**src/tc0_pkg.sv**
```systemverilog
package tc0_pkg;

    // register map, byte offsets on the register port
    localparam int          ADDR_W       = 3;
    localparam logic [2:0]  OFS_CTRL_A   = 3'h0;
    localparam logic [2:0]  OFS_CTRL_B   = 3'h1;
    localparam logic [2:0]  OFS_COUNT    = 3'h2;
    localparam logic [2:0]  OFS_CMP_A    = 3'h3;
    localparam logic [2:0]  OFS_CMP_B    = 3'h4;
    localparam logic [2:0]  OFS_FLAG     = 3'h5;
    localparam logic [2:0]  OFS_MASK     = 3'h6;

    // field positions
    localparam int CTA_COM_A_LSB = 6;
    localparam int CTA_COM_B_LSB = 4;
    localparam int CTA_WGM_LSB   = 0;
    localparam int CTB_FORCE_A   = 7;
    localparam int CTB_FORCE_B   = 6;
    localparam int CTB_WGM_HI    = 3;
    localparam int CTB_CS_LSB    = 0;
    localparam int FLG_OVF       = 0;
    localparam int FLG_MATCH_A   = 1;
    localparam int FLG_MATCH_B   = 2;
    localparam int NUM_FLAGS     = 3;

    // values
    localparam logic [7:0] RST_BYTE   = 8'h00;
    localparam logic [7:0] BOTTOM_VAL = 8'h00;
    localparam logic [7:0] MAX_VAL    = 8'hFF;
    localparam logic [7:0] STEP_VAL   = 8'h01;
    localparam logic [2:0] RST_FLAGS  = 3'h0;
    localparam logic [1:0] RST_COM    = 2'h0;

    typedef enum logic [2:0] {
        WGM_NORMAL    = 3'h0,
        WGM_PC_MAX    = 3'h1,
        WGM_CTC       = 3'h2,
        WGM_FAST_MAX  = 3'h3,
        WGM_RSV4      = 3'h4,
        WGM_PC_OCRA   = 3'h5,
        WGM_RSV6      = 3'h6,
        WGM_FAST_OCRA = 3'h7
    } tc0_wgm_t;

    typedef enum logic [2:0] {
        CS_STOP     = 3'h0,
        CS_DIV1     = 3'h1,
        CS_DIV8     = 3'h2,
        CS_DIV64    = 3'h3,
        CS_DIV256   = 3'h4,
        CS_DIV1024  = 3'h5,
        CS_EXT_FALL = 3'h6,
        CS_EXT_RISE = 3'h7
    } tc0_cs_t;

    typedef enum logic [1:0] {
        CLS_NONPWM = 2'h0,
        CLS_FAST   = 2'h1,
        CLS_PHASE  = 2'h2
    } tc0_cls_t;

    typedef enum logic {
        DIR_UP   = 1'b0,
        DIR_DOWN = 1'b1
    } tc0_dir_t;

    // per-channel events handed to the waveform logic
    typedef struct packed {
        logic tick;
        logic match;
        logic at_top;
        logic down;
        logic force_cmp;
    } tc0_chev_t;

    function automatic tc0_cls_t wgm_class(input tc0_wgm_t wgm);
        tc0_cls_t cls;
        cls = CLS_NONPWM;
        if (wgm == WGM_FAST_MAX || wgm == WGM_FAST_OCRA) begin
            cls = CLS_FAST;
        end else if (wgm == WGM_PC_MAX || wgm == WGM_PC_OCRA) begin
            cls = CLS_PHASE;
        end
        return cls;
    endfunction

    function automatic logic top_from_cmp_a(input tc0_wgm_t wgm);
        return (wgm == WGM_CTC) || (wgm == WGM_PC_OCRA) || (wgm == WGM_FAST_OCRA);
    endfunction

endpackage

```
**src/tc0_clk_sel.sv**
```systemverilog
`timescale 1ns/1ps
module tc0_clk_sel (
    input  wire logic              mclk_i,        // system clock
    input  wire logic              arst_n_i,      // async reset, active low
    input  wire logic              ce_i,          // clock enable
    input  wire tc0_pkg::tc0_cs_t  cs_i,          // clock select field
    input  wire logic [3:0]        presc_tick_i,  // prescaler ticks /8 /64 /256 /1024
    input  wire logic              ext_pin_i,     // raw external count pin
    output logic                   tick_o         // one-cycle timer tick
);
    import tc0_pkg::*;

    logic ext_s1;
    logic ext_s2;
    logic ext_prev;

    // pin is asynchronous: two stages, then edge detect on the second
    always_ff @(posedge mclk_i or negedge arst_n_i) begin
        if (!arst_n_i) begin
            ext_s1   <= 1'b0;
            ext_s2   <= 1'b0;
            ext_prev <= 1'b0;
        end else if (ce_i) begin
            ext_s1   <= ext_pin_i;
            ext_s2   <= ext_s1;
            ext_prev <= ext_s2;
        end
    end

    always_comb begin
        unique case (cs_i)
            CS_STOP:     tick_o = 1'b0;
            CS_DIV1:     tick_o = ce_i;
            CS_DIV8:     tick_o = ce_i & presc_tick_i[0];
            CS_DIV64:    tick_o = ce_i & presc_tick_i[1];
            CS_DIV256:   tick_o = ce_i & presc_tick_i[2];
            CS_DIV1024:  tick_o = ce_i & presc_tick_i[3];
            CS_EXT_FALL: tick_o = ce_i & ext_prev & ~ext_s2;
            CS_EXT_RISE: tick_o = ce_i & ~ext_prev & ext_s2;
        endcase
    end

endmodule // tc0_clk_sel

```
**src/tc0_wave_ch.sv**
```systemverilog
`timescale 1ns/1ps
module tc0_wave_ch (
    input  wire logic                mclk_i,     // system clock
    input  wire logic                arst_n_i,   // async reset, active low
    input  wire logic                ce_i,       // clock enable
    input  wire logic [1:0]          com_i,      // compare output mode
    input  wire tc0_pkg::tc0_cls_t   cls_i,      // waveform class
    input  wire logic                toggle_ok_i,// toggle allowed in pwm modes
    input  wire tc0_pkg::tc0_chev_t  ev_i,       // channel events
    output logic                     wave_o,     // compare output state
    output logic                     wave_en_o   // output overrides pin
);
    import tc0_pkg::*;

    logic next_wave;
    logic hit;

    assign hit = ev_i.tick & ev_i.match;

    always_comb begin
        next_wave = wave_o;
        unique case (cls_i)
            CLS_NONPWM: begin
                if (hit || ev_i.force_cmp) begin
                    unique case (com_i)
                        2'h0: next_wave = wave_o;
                        2'h1: next_wave = ~wave_o;
                        2'h2: next_wave = 1'b0;
                        2'h3: next_wave = 1'b1;
                    endcase
                end
            end
            CLS_FAST: begin
                if (com_i == 2'h1 && toggle_ok_i) begin
                    if (hit) next_wave = ~wave_o;
                end else if (com_i[1]) begin
                    // bottom wins so a compare at top gives a steady level
                    if (ev_i.tick && ev_i.at_top) begin
                        next_wave = ~com_i[0];
                    end else if (hit) begin
                        next_wave = com_i[0];
                    end
                end
            end
            CLS_PHASE: begin
                if (com_i == 2'h1 && toggle_ok_i) begin
                    if (hit) next_wave = ~wave_o;
                end else if (com_i[1] && hit) begin
                    next_wave = ev_i.down ? ~com_i[0] : com_i[0];
                end
            end
            default: next_wave = wave_o;
        endcase
    end

    always_ff @(posedge mclk_i or negedge arst_n_i) begin
        if (!arst_n_i) begin
            wave_o    <= 1'b0;
            wave_en_o <= 1'b0;
        end else if (ce_i) begin
            wave_o    <= next_wave;
            wave_en_o <= (com_i != RST_COM);
        end
    end

endmodule // tc0_wave_ch

```
**src/tc0_timer.sv**
```systemverilog
`timescale 1ns/1ps
// Notes on behaviour
// - counter and both compare registers are 8-bit, processor readable and writable.
// - each interrupt source shows in the flag register, masked per bit.
// - timer clock from prescaled internal clock or external pin, edge selectable.
// - clock select zero gives no timer clock; counter stays stopped.
// - both compares checked continuously; equality sets flag and feeds waveform logic.
// - waveform logic makes pwm or frequency output on both compare pins.
// - bottom indication at count 0x00, maximum indication at count 0xFF.
// - top is 0xFF or compare register A, per mode; top indication given.
// - each timer clock clears, increments or decrements the counter per mode.
// - processor can read and write the counter at any time.
// - processor counter write beats clear or count in the same cycle.
// - three-bit waveform mode; two low bits in control A, high in B.
// - overflow flag set at a mode-dependent point; may request an interrupt.
// - zero-detect output asserts while the counter is zero.
// - match sets flag on next timer clock; cleared by service or writing one.
// - counter write blocks compare matches for the next timer clock.
// - mode zero counts up, wraps 0xFF to 0x00, overflow flags at zero.
// - compares double buffered in pwm modes; direct in normal and ctc.
module tc0_timer (
    input  wire logic                       mclk_i,          // system clock, 50 MHz
    input  wire logic                       arst_n_i,        // async reset, active low
    input  wire logic                       ce_i,            // clock enable, freezes state
    input  wire logic [tc0_pkg::ADDR_W-1:0] addr_i,          // register address
    input  wire logic [7:0]                 wdata_i,         // write data
    input  wire logic                       wr_i,            // write strobe
    input  wire logic                       rd_i,            // read strobe
    output logic      [7:0]                 rdata_o,         // read data, cycle after rd
    input  wire logic [3:0]                 presc_tick_i,    // prescaler taps
    input  wire logic                       ext_count_pin_i, // external count pin
    input  wire logic [2:0]                 irq_ack_i,       // interrupt serviced, per flag
    output logic      [2:0]                 irq_o,           // masked requests
    output logic                            wave_out_a_o,    // compare output a
    output logic                            wave_out_b_o,    // compare output b
    output logic                            wave_en_a_o,     // output a overrides pin
    output logic                            wave_en_b_o,     // output b overrides pin
    output logic                            zero_o,          // count is bottom
    output logic                            max_o,           // count is 0xFF
    output logic                            top_o            // count is top
);
    import tc0_pkg::*;

    // software-visible state
    logic      [7:0] count_value;
    logic      [7:0] compare_a_value;
    logic      [7:0] compare_b_value;
    logic      [7:0] cmp_a_buf;
    logic      [7:0] cmp_b_buf;
    logic      [1:0] com_a;
    logic      [1:0] com_b;
    tc0_wgm_t        waveform_mode_field;
    tc0_cs_t         clock_select_field;
    logic      [2:0] timer_flag_reg;
    logic      [2:0] timer_mask_reg;

    // internal state
    tc0_dir_t        dir;
    logic            blk;
    logic            force_a;
    logic            force_b;

    // combinational
    logic            timer_tick;
    tc0_cls_t        cls;
    logic      [7:0] top_val;
    logic            at_top;
    logic            at_bottom;
    logic            at_max;
    logic            match_a;
    logic            match_b;
    logic      [7:0] next_count;
    tc0_dir_t        next_dir;
    logic      [2:0] next_flag;
    logic      [2:0] flag_set;
    logic      [2:0] flag_clr;
    logic            ovf_hit;
    logic            buf_load;
    logic      [7:0] next_rdata;
    tc0_chev_t       ev_a;
    tc0_chev_t       ev_b;

    logic            wr_ctrl_a;
    logic            wr_ctrl_b;
    logic            wr_count;
    logic            wr_cmp_a;
    logic            wr_cmp_b;
    logic            wr_flag;
    logic            wr_mask;

    assign wr_ctrl_a = wr_i && (addr_i == OFS_CTRL_A);
    assign wr_ctrl_b = wr_i && (addr_i == OFS_CTRL_B);
    assign wr_count  = wr_i && (addr_i == OFS_COUNT);
    assign wr_cmp_a  = wr_i && (addr_i == OFS_CMP_A);
    assign wr_cmp_b  = wr_i && (addr_i == OFS_CMP_B);
    assign wr_flag   = wr_i && (addr_i == OFS_FLAG);
    assign wr_mask   = wr_i && (addr_i == OFS_MASK);

    tc0_clk_sel u_clk_sel (
        .mclk_i       (mclk_i),
        .arst_n_i     (arst_n_i),
        .ce_i         (ce_i),
        .cs_i         (clock_select_field),
        .presc_tick_i (presc_tick_i),
        .ext_pin_i    (ext_count_pin_i),
        .tick_o       (timer_tick)
    );

    // mode decode
    assign cls     = wgm_class(waveform_mode_field);
    assign top_val = top_from_cmp_a(waveform_mode_field) ? compare_a_value : MAX_VAL;
    assign at_top    = (count_value == top_val);
    assign at_bottom = (count_value == BOTTOM_VAL);
    assign at_max    = (count_value == MAX_VAL);

    // comparator; a counter write masks the next timer clock's match
    assign match_a = (count_value == compare_a_value) && !blk;
    assign match_b = (count_value == compare_b_value) && !blk;

    // counting sequence
    always_comb begin
        next_count = count_value;
        next_dir   = dir;
        if (wr_count) begin
            next_count = wdata_i;
        end else if (timer_tick) begin
            unique case (cls)
                CLS_NONPWM, CLS_FAST: begin
                    next_dir = DIR_UP;
                    // normal mode: top is 0xFF so this is the plain wrap
                    if (at_top) begin
                        next_count = BOTTOM_VAL;
                    end else begin
                        next_count = count_value + STEP_VAL;
                    end
                end
                CLS_PHASE: begin
                    if (dir == DIR_UP) begin
                        if (at_top) begin
                            next_dir   = DIR_DOWN;
                            next_count = count_value - STEP_VAL;
                        end else begin
                            next_count = count_value + STEP_VAL;
                        end
                    end else begin
                        if (at_bottom) begin
                            next_dir   = DIR_UP;
                            next_count = count_value + STEP_VAL;
                        end else begin
                            next_count = count_value - STEP_VAL;
                        end
                    end
                end
                default: next_count = count_value;
            endcase
        end
    end

    always_ff @(posedge mclk_i or negedge arst_n_i) begin
        if (!arst_n_i) begin
            count_value <= RST_BYTE;
            dir         <= DIR_UP;
        end else if (ce_i) begin
            count_value <= next_count;
            dir         <= next_dir;
        end
    end

    // match block, held until the next timer clock even while stopped
    always_ff @(posedge mclk_i or negedge arst_n_i) begin
        if (!arst_n_i) begin
            blk <= 1'b0;
        end else if (ce_i) begin
            if (wr_count) begin
                blk <= 1'b1;
            end else if (timer_tick) begin
                blk <= 1'b0;
            end
        end
    end

    // control fields
    always_ff @(posedge mclk_i or negedge arst_n_i) begin
        if (!arst_n_i) begin
            com_a               <= RST_COM;
            com_b               <= RST_COM;
            waveform_mode_field <= WGM_NORMAL;
            clock_select_field  <= CS_STOP;
        end else if (ce_i) begin
            if (wr_ctrl_a) begin
                com_a <= wdata_i[CTA_COM_A_LSB +: 2];
                com_b <= wdata_i[CTA_COM_B_LSB +: 2];
                waveform_mode_field <= tc0_wgm_t'({waveform_mode_field[2],
                                                   wdata_i[CTA_WGM_LSB +: 2]});
            end
            if (wr_ctrl_b) begin
                waveform_mode_field <= tc0_wgm_t'({wdata_i[CTB_WGM_HI],
                                                   waveform_mode_field[1:0]});
                clock_select_field  <= tc0_cs_t'(wdata_i[CTB_CS_LSB +: 3]);
            end
        end
    end

    // force strobes act only outside pwm modes and read back as zero
    always_ff @(posedge mclk_i or negedge arst_n_i) begin
        if (!arst_n_i) begin
            force_a <= 1'b0;
            force_b <= 1'b0;
        end else if (ce_i) begin
            force_a <= wr_ctrl_b && wdata_i[CTB_FORCE_A] && (cls == CLS_NONPWM);
            force_b <= wr_ctrl_b && wdata_i[CTB_FORCE_B] && (cls == CLS_NONPWM);
        end
    end

    // compare registers: buffer loads at top in pwm modes
    assign buf_load = timer_tick && at_top && (cls != CLS_NONPWM);

    always_ff @(posedge mclk_i or negedge arst_n_i) begin
        if (!arst_n_i) begin
            cmp_a_buf       <= RST_BYTE;
            cmp_b_buf       <= RST_BYTE;
            compare_a_value <= RST_BYTE;
            compare_b_value <= RST_BYTE;
        end else if (ce_i) begin
            if (wr_cmp_a) cmp_a_buf <= wdata_i;
            if (wr_cmp_b) cmp_b_buf <= wdata_i;
            if (cls == CLS_NONPWM) begin
                compare_a_value <= wr_cmp_a ? wdata_i : cmp_a_buf;
                compare_b_value <= wr_cmp_b ? wdata_i : cmp_b_buf;
            end else if (buf_load) begin
                compare_a_value <= cmp_a_buf;
                compare_b_value <= cmp_b_buf;
            end
        end
    end

    // overflow point per class
    always_comb begin
        unique case (cls)
            CLS_NONPWM: ovf_hit = at_max;
            CLS_FAST:   ovf_hit = at_top;
            CLS_PHASE:  ovf_hit = at_bottom;
            default:    ovf_hit = 1'b0;
        endcase
    end

    // flags: set wins over any clear arriving in the same cycle
    always_comb begin
        flag_set              = RST_FLAGS;
        flag_set[FLG_OVF]     = timer_tick && ovf_hit;
        flag_set[FLG_MATCH_A] = timer_tick && match_a;
        flag_set[FLG_MATCH_B] = timer_tick && match_b;
        flag_clr              = irq_ack_i | (wr_flag ? wdata_i[2:0] : RST_FLAGS);
        next_flag             = (timer_flag_reg & ~flag_clr) | flag_set;
    end

    always_ff @(posedge mclk_i or negedge arst_n_i) begin
        if (!arst_n_i) begin
            timer_flag_reg <= RST_FLAGS;
            timer_mask_reg <= RST_FLAGS;
            irq_o          <= RST_FLAGS;
        end else if (ce_i) begin
            timer_flag_reg <= next_flag;
            if (wr_mask) timer_mask_reg <= wdata_i[2:0];
            irq_o <= next_flag & (wr_mask ? wdata_i[2:0] : timer_mask_reg);
        end
    end

    // waveform channels
    always_comb begin
        ev_a.tick      = timer_tick;
        ev_a.match     = match_a;
        ev_a.at_top    = at_top;
        ev_a.down      = (dir == DIR_DOWN);
        ev_a.force_cmp = force_a;
        ev_b.tick      = timer_tick;
        ev_b.match     = match_b;
        ev_b.at_top    = at_top;
        ev_b.down      = (dir == DIR_DOWN);
        ev_b.force_cmp = force_b;
    end

    tc0_wave_ch u_wave_a (
        .mclk_i      (mclk_i),
        .arst_n_i    (arst_n_i),
        .ce_i        (ce_i),
        .com_i       (com_a),
        .cls_i       (cls),
        .toggle_ok_i (top_from_cmp_a(waveform_mode_field)),
        .ev_i        (ev_a),
        .wave_o      (wave_out_a_o),
        .wave_en_o   (wave_en_a_o)
    );

    tc0_wave_ch u_wave_b (
        .mclk_i      (mclk_i),
        .arst_n_i    (arst_n_i),
        .ce_i        (ce_i),
        .com_i       (com_b),
        .cls_i       (cls),
        .toggle_ok_i (1'b0),
        .ev_i        (ev_b),
        .wave_o      (wave_out_b_o),
        .wave_en_o   (wave_en_b_o)
    );

    // status outputs track the count that is being loaded
    always_ff @(posedge mclk_i or negedge arst_n_i) begin
        if (!arst_n_i) begin
            zero_o <= 1'b1;
            max_o  <= 1'b0;
            top_o  <= 1'b0;
        end else if (ce_i) begin
            zero_o <= (next_count == BOTTOM_VAL);
            max_o  <= (next_count == MAX_VAL);
            top_o  <= (next_count == top_val);
        end
    end

    // read path: compare reads return the buffer the processor writes
    always_comb begin
        next_rdata = RST_BYTE;
        if (rd_i) begin
            unique case (addr_i)
                OFS_CTRL_A: begin
                    next_rdata[CTA_COM_A_LSB +: 2] = com_a;
                    next_rdata[CTA_COM_B_LSB +: 2] = com_b;
                    next_rdata[CTA_WGM_LSB +: 2]   = waveform_mode_field[1:0];
                end
                OFS_CTRL_B: begin
                    next_rdata[CTB_WGM_HI]       = waveform_mode_field[2];
                    next_rdata[CTB_CS_LSB +: 3]  = clock_select_field;
                end
                OFS_COUNT: next_rdata = count_value;
                OFS_CMP_A: next_rdata = cmp_a_buf;
                OFS_CMP_B: next_rdata = cmp_b_buf;
                OFS_FLAG:  next_rdata[2:0] = timer_flag_reg;
                OFS_MASK:  next_rdata[2:0] = timer_mask_reg;
                default:   next_rdata = RST_BYTE;
            endcase
        end
    end

    always_ff @(posedge mclk_i or negedge arst_n_i) begin
        if (!arst_n_i) begin
            rdata_o <= RST_BYTE;
        end else if (ce_i) begin
            rdata_o <= next_rdata;
        end
    end

endmodule // tc0_timer

```
**config.mk**
```make
export PLATFORM = sky130hd
export DESIGN_NAME = tc0_timer
export DESIGN_NICKNAME = d
export VERILOG_FILES = /design/src/tc0_pkg.sv /design/src/tc0_clk_sel.sv /design/src/tc0_wave_ch.sv /design/src/tc0_timer.sv
export SDC_FILE = /design/constraint.sdc
export NUM_CORES = 1
export LEC_CHECK = 0
export BUFFER_PORTS_ARGS = -buffer_cell sky130_fd_sc_hd__buf_2
export CAP_MARGIN = 20
export CORE_MARGIN = 2
export CORE_UTILIZATION = 60
export CTS_CLUSTER_SIZE = 10
export DETAILED_ROUTE_END_ITERATION = 8
export HOLD_SLACK_MARGIN = 0.08
export PLACE_DENSITY = 0.8
export SYNTH_ARGS = -nofsm -noshare
export SYNTH_HDL_FRONTEND = slang
export SYNTH_SLANG_ARGS = --single-unit
```
**constraint.sdc**
```tcl
create_clock -name mclk_i -period 4.1 [get_ports mclk_i]
set_input_delay 0.82 -clock mclk_i [delete_from_list [all_inputs] [get_ports mclk_i]]
set_output_delay 0.82 -clock mclk_i [all_outputs]
set_load 0.02 [all_outputs]
```
==> impl.org, run 1 <==
** Floorplan
- The die is 99.08 µm tall.
- In this run the core area contains 34 standard-cell rows.
- The die covers 9817 µm².
- In this run the standard cell core region covers 8763 µm².
- The initial utilization of the core area, before any placement, comes to 0.6189.
- The die is 99.08 µm wide.
- During I/O placement, the number of pins put on the boundary was 42.

** Pwr
- Peak supply drop :: 0.2827 mV
- For this design the static power due to leakage is 2.525 nW.
- Power per cell area :: 536.5 nW/µm²

** Critical path
- The number of cells on the worst reg-to-reg path is 10.
- The most numerous cell type found on the critical path is sky130_fd_sc_hd__a21oi_2.
- The critical path ends at top_o$_DFFE_PN0P_.
- Largest fanout of any net on the critical path :: 12
- STA puts the critical path data arrival time at 3.93 ns.
- For flop-to-flop paths, the worst setup slack is 0.45 ns.
- Worst setup path start :: waveform_mode_field[1]$_DFFE_PN0P_
- For this design, the slowest cell found on the critical path is sky130_fd_sc_hd__dfrtp_1.
- The worst setup path is of the flop to flop kind.
- Data required time of the worst path :: 4.38 ns
- End of the worst register-to-register path :: top_o$_DFFE_PN0P_
- Startpoint Class :: flop
- The critical path goes through or3b_4 -> a2111oi_4 -> o21ai_1 -> a21oi_2 -> and2_1 -> mux2_4 -> a21oi_2 -> mux2_1 -> mux2_2 -> o32ai_2.
- Delay contributed by the slowest stage of the critical path :: 0.55 ns
- In this run the critical register-to-register path is launched from waveform_mode_field[1]$_DFFE_PN0P_.
- Kind of end point of the critical path :: flop

** Detailed routing
- Once detail routing completed, the nets flagged for antenna violations numbered 0.
- After detailed routing, the number of vias per cell comes to 6.811.
- Number of DRC markers after the initial detailed-route iteration :: 496
- Wirelength, routed :: 16990 µm
- Number of vias after detailed routing :: 5054
- DRC Markers :: 0
- Before antenna repair, the detailed router went through 6 iterations.
- Drt wl/cell :: 22.90 µm

** Synth
- Combined area of all synthesized cells :: 5424 µm²
- The netlist uses 77 different library cells.
- Sequential area share after synthesis :: 0.3739
- Count of state elements after synthesis :: 81
- Counting every instance in the synthesized netlist gives 598.
- Of the post-synthesis cell area, the dominant cell type holds 0.3691.
- Main synth FF type :: sky130_fd_sc_hd__dfrtp_1
- Post-synthesis area per instance :: 9.070 µm²
- Synthesis produced a netlist with a net count of 625.
- For this run, asynchronously set or reset flops after synthesis account for 1.000.
- The Yosys step of the flow raised 0 warnings.
- In the post-synthesis netlist, the biggest area contributors are sky130_fd_sc_hd__dfrtp_1 (37%), sky130_fd_sc_hd__mux2_2 (8.3%), sky130_fd_sc_hd__mux2i_1 (5.5%), sky130_fd_sc_hd__nand2_1 (4.2%), sky130_fd_sc_hd__o21ai_0 (3.9%).
- Leading area contributor after synthesis :: sky130_fd_sc_hd__dfrtp_1
- Number of flops mapped to enable cells by yosys :: 0

** GRT
- Summed over all layers, the global routing overflow is 0.
- M2 GR Usage :: 0.5613
- Via count of the first global-routing pass :: 4982
- Maximum number of pins on one net before global-route repair :: 82
- Across every metal layer, demand over resource in global routing totals 0.3583.
- For this run, global-route usage on met3 was measured as 0.06170.
- In the global route stage, met1 resource usage came out at 0.4896.
- In this run the most used layer during global routing was met2.
- The first global-routing pass estimated 27140 µm of wire.
- The initial antenna violation count was 0.

** Clock network
- In this run, post-CTS repair resized a total of 0 instances.
- Clock Sink Count :: 81
- Buffers inserted during clock tree synthesis total 9.
- In this run the clock root is driven by a sky130_fd_sc_hd__clkbuf_8.
- Post-CTS timing repair inserted 0 buffers for setup.
- Worst-case clock buffer depth :: 2
- The later pin in the worst-skew pair is clocked with a latency of 0.36 ns.
- Buffers inserted to repair hold after CTS numbered 0.
- CTS clk-pin slew, worst paths :: 0.10 ns
- TritonCTS built the clock tree.
- The H-tree was split into 3 levels.

** Hold path
- The worst hold path belongs to the class input port to async pin.

** STA
- Slew of the pin with the lowest slew margin :: 0.9123 ns
- Across the routed clock network, the largest skew measured is 0.01635 ns.
- Finish-stage setup viols :: 0
- Fmax achieved :: 0.2738 GHz
- After routing, the total negative slack on setup checks comes to 0 ns.
- After layout, the worst setup slack is 0.4483 ns.
- The number of pins with negative max-slew slack in the final report came to 0.
- Count of final hold-check violations :: 0
- RSZ-0062 raised after global routing :: no
- Headroom to the max-slew limit came out at 0.3905.
- In the finished design, the share of the clock period the worst path needs comes to 0.8907.
- Minimum period implied by the final worst setup slack :: 3.652 ns

** Place
- The placed instances occupy a cell area of 5734 µm².
- Port Buffer Count :: 41
- Routability-driven placement finished with a final weighted congestion of 1.050.
- The number of placed instances, taps included, is 725.
- After legalization and detailed placement, the total HPWL measured 12210 µm.
- Worst setup slack after placement :: 0.5175 ns

** Run status
- The run finished with clean final reports.

** Finish
- Final core utilization :: 0.6786
- Fill cell instance count of the final layout :: 718
- Sequential cell area :: 2028 µm²
- In the layout the commonest cells are sky130_fd_sc_hd__dfrtp_1 (80), sky130_fd_sc_hd__nand2_1 (60), sky130_fd_sc_hd__nor2_1 (54).
- The count of cells in the finished layout, fillers not included, comes to 742.
- The area growth from synthesis to layout is 9.642%.
- With fillers left out, the area of the finished cells amounts to 5947 µm².
- The multi-input combinational cells in the finished layout cover a total of 3149 µm².
- In the final design database the tool counted 656 nets.
- Of the cells placed in the final design, the portion with a size suffix greater than 1 is 0.2177.
- Most frequent standard cell in the layout excluding fill and tap cells :: sky130_fd_sc_hd__dfrtp_1
- Diode insertion count for antenna repair :: 0

** Flow run
- Max_cap viols :: 0
-- cells by family after synthesis --
kind of cell / synth area share
flops: 0.3739
mux: 0.1474
compound gates: 0.1995
simple gates: 0.1896
xor+xnor: 0.03714
buf+inv: 0.04544
fa+ha+maj: 0.006921
-- worst min path at each step --
| stage | to | cells past startpoint | from | slack, ns |
|---|---|---|---|---|
| floorplan | blk$_DFFE_PN0P_ | 2 | blk$_DFFE_PN0P_ | 0.45 |
| global placement | irq_o[2]$_DFFE_PN0P_ | 1 | irq_o[2]$_DFFE_PN0P_ | 0.46 |
| detailed placement | irq_o[2]$_DFFE_PN0P_ | 1 | irq_o[2]$_DFFE_PN0P_ | 0.47 |
| CTS | irq_o[2]$_DFFE_PN0P_ | 1 | irq_o[2]$_DFFE_PN0P_ | 0.49 |
| global route | rdata_o[4]$_DFFE_PN0P_ | 1 | arst_n_i | 0.35 |
| finish | rdata_o[4]$_DFFE_PN0P_ | 1 | arst_n_i | 0.34 |
-- through the flow --
stage                     power, mW  hold WS (ns)
after detailed placement      2.584        0.4677
after global routing          3.357        0.3474
after floorplan               2.136        0.4505
after CTS                     3.149        0.4886
after global placement        2.549        0.4607
final                         3.191        0.3386
-- cell type report --
cell class                      count  share of cell area
Inverter                           21             0.01325
Tap cell                          108             0.02272
Sequential cell                    81              0.3410
Clock inverter                      6            0.007995
Clock buffer                       10             0.02314
Timing Repair Buffer               60             0.06228
Multi-Input combinational cell    456              0.5296
-- where the power goes --
part | switching (mW) | internal, mW
clock network | 0.323 | 0.244
logic | 0.806 | 0.553
registers | 0.290 | 0.974
-- cells in the mapped netlist (all sizes together) (6+ instances only) --
cell type and n:
nor2 54, inv 21, nand2 60, nor3 7, a21oi 38, o21ai 46
buf 12, mux2 42, xnor2 10, clkbuf 28, xor2 13, nand3 11
nand2b 6, dfrtp 80, nor2b 12, and3 7, mux2i 30, nor4 11
a31oi 10, o2bb2ai 10
-- worst max-delay path, delay by kind of cell (launching register included) --
family | cells | cell delay, ns
AOI/OAI and AO/OA | 5 | 1.38
DFF | 1 | 0.55
muxes | 3 | 0.94
and+or+nand+nor | 2 | 0.71
-- metal layers --
| layer | wire length (µm) | vias up |
|---|---|---|
| met5 | 0 | - |
| li1 | - | 2245 |
| met2 | 7988 | 315 |
| met4 | 679 | 0 |
| met1 | 6732 | 2438 |
| met3 | 1595 | 56 |
Note: power is estimated with default switching activity, not from simulation.
==> inputs of run 2 (changes only) <==
Settings changed: RECOVER_POWER set to 25.
==> impl.org, run 2 (synthesis gave the netlist of run 1 again) <==
** Run status
- Run status :: complete, but fails checks
- Violated checks :: capacitance limit, slew limit

** Clock network
- After clock tree synthesis, the flow added hold-fix buffers numbering 0.
- Number of buffers inserted to repair setup after CTS :: 0
- After clock tree synthesis, the repair step resized 0 gates.
- After clock tree synthesis, the clock-pin slew on the worst setup and hold paths is 0.10 ns.
- CTS saw 81 sinks.
- Clock root buffer :: sky130_fd_sc_hd__clkbuf_8
- CTS built an H-tree with a depth of 3.
- The longest clock path from root to sink contains 2 buffers.
- TritonCTS built the clock tree.
- Counting the buffers created by CTS gives 9.
- The later pin in the worst-skew pair is clocked with a latency of 0.36 ns.

** Floorplan
- 42 I/O pins were placed.
- In this run the horizontal extent of the chip is 99.08 µm.
- Count of standard-cell rows :: 34
- The initial utilization of the core area, before any placement, comes to 0.6189.
- Die Area :: 9817 µm²
- Die height :: 99.08 µm
- The core region is 8763 µm².

** Pwr
- Psw :: 1.422 mW
- The share of total power dissipated in the clock network is 0.179.
- Leakage power total :: 2.512 nW
- Sequential share of power :: 0.396
- Power per cell area :: 538.9 nW/µm²
- PnR Total Power :: 3.191 mW
- Combinational Power Share :: 0.425
- VDD sags by at most 0.2848 mV.
- Int Pwr :: 1.768 mW
- Of the total power, the share spent switching nets is 0.4457.

** Flow run
- The tool flagged a number of max-cap violations equal to 1.

** STA
- Crit share post-route :: 0.8940
- RSZ-0062 raised after global routing :: no
- Fmax achieved :: 0.2728 GHz
- The final hold violation count is 0.
- In this run the tightest slew margin relative to its limit is -0.008321.
- The number of pins with negative max-slew slack in the final report was 61.
- Setup violations remaining at the end of the flow were counted as 0.
- Clock skew on the completed layout was measured at 0.01418 ns.
- The worst path needs 3.665 ns of the cycle, external delays included.
- Setup total negative slack :: 0 ns
- Slew of the pin with the lowest slew margin :: 1.512 ns
- In the post-route analysis, the smallest setup slack over all paths is 0.4347 ns.

** GRT
- Across every metal layer, demand over resource in global routing totals 0.3583.
- The initial antenna violation count came to 0.
- Maximum number of pins on one net before global-route repair :: 82
- The number of global-route vias before repair is 4982.
- Wire length of the first global-routing pass :: 27140 µm
- Summed over all layers, the global routing overflow is 0.

** Finish
- Fill cells in the final layout number 721.
- Of the cells placed in the final design, the portion with a size suffix greater than 1 is 0.2161.
- Synth-to-Final Area Change :: 9.158%
- The library cells used most frequently in the layout, excluding fill and tap cells, are sky130_fd_sc_hd__dfrtp_1 (80), sky130_fd_sc_hd__nand2_1 (60), sky130_fd_sc_hd__nor2_1 (54).
- Diode insertion count for antenna repair :: 0
- The library cell used most frequently in the layout, excluding fill and tap cells, is sky130_fd_sc_hd__dfrtp_1.
- The net count of the finished layout is 656.

** Detailed routing
- Number of nets still failing antenna checks after routing :: 0
- In this run, the number of DRC markers left after iteration 0 of detailed routing was 503.
- Drt first pass iters :: 8
- Wires add up to 17090 µm.
- Drt wl/cell :: 23.03 µm
- DRC Markers :: 0
- Number of vias after detailed routing :: 4992
- Dividing the detail-routed via count by the number of cells gives 6.728.

** Place
- Worst setup slack after placement :: 0.5175 ns
- Post-detail-place hpwl :: 12210 µm
- Final weighted congestion in routability-driven placement :: 1.050
- Port Buffer Count :: 41

** Critical path
- STA classifies the critical path startpoint as a flop.
- The worst setup path is captured at a flop.
- For the worst setup path, the data required time is 4.38 ns.
- At the worst endpoint, the arrival time is 3.94 ns.
- The setup path with the least slack is of type flop to flop.
- Largest fanout of any net on the critical path :: 12

** Hold path
- Type of the worst min-delay path :: flop to flop
[run 2: critical path: stages (launching register included)]
cell and delay, ns:
sky130_fd_sc_hd__dfrtp_1 0.55, sky130_fd_sc_hd__or3b_4 0.47, sky130_fd_sc_hd__a2111oi_4 0.34, sky130_fd_sc_hd__o21ai_1 0.20, sky130_fd_sc_hd__a21oi_2 0.39, sky130_fd_sc_hd__and2_1 0.24, sky130_fd_sc_hd__mux2_4 0.32, sky130_fd_sc_hd__a21oi_2 0.22
sky130_fd_sc_hd__mux2_1 0.35, sky130_fd_sc_hd__mux2_2 0.27, sky130_fd_sc_hd__o32ai_2 0.25
[run 2: per-layer routing]
layer  vias to the layer above  part of all wire  track usage
met4                         0             0.040       0.1612
met3                        55             0.092      0.06170
met2                       305              0.46       0.5613
li1                       2238                 -            -
met5                         -                 0            0
met1                      2394              0.40       0.4896
[run 2: cell type report]
cell class / count / area [µm²] / area share
Clock buffer: 10 / 137.6 / 0.02325
Clock inverter: 6 / 47.55 / 0.008030
Inverter: 21 / 78.83 / 0.01331
Multi-Input combinational cell: 456 / 3149 / 0.5319
Sequential cell: 81 / 2028 / 0.3426
Tap cell: 108 / 135.1 / 0.02282
Timing Repair Buffer: 60 / 344.1 / 0.05811
[run 2: power groups by stage]
stage	Combinational (mW)	Clock [mW]	Sequential, mW
detailed placement	1.32	0	1.26
global placement	1.30	0	1.25
CTS	1.33	0.574	1.25
global route	1.47	0.605	1.28
floorplan	1.00	0	1.13
finish	1.36	0.570	1.26
[run 2: path summary, 6_finish.rpt]
path | from | end | slack [ns] | depth (start not counted)
setup / recovery | waveform_mode_field[1]$_DFFE_PN0P_ | top_o$_DFFE_PN0P_ | 0.43 | 10
hold / removal | irq_o[1]$_DFFE_PN0P_ | irq_o[1]$_DFFE_PN0P_ | 0.48 | 1
setup reg to reg | waveform_mode_field[1]$_DFFE_PN0P_ | top_o$_DFFE_PN0P_ | 0.43 | 10
hold reg to reg | irq_o[1]$_DFFE_PN0P_ | irq_o[1]$_DFFE_PN0P_ | 0.48 | 1
max in group asynchronous | arst_n_i | waveform_mode_field[1]$_DFFE_PN0P_ | 1.37 | 2
min in group asynchronous | arst_n_i | rdata_o[6]$_DFFE_PN0P_ | 0.65 | 1
[run 2: metrics by stage]
stage,std cells,hold slack [ns],util,instance area [µm²]
after floorplan,598,0.4505,-,5424
after global placement,725,0.4607,0.6543,5734
after detailed placement,725,0.4677,0.6543,5734
after CTS,741,0.4886,0.6755,5919
after global routing,742,0.5055,0.6756,5921
final,742,0.4826,0.6756,5921
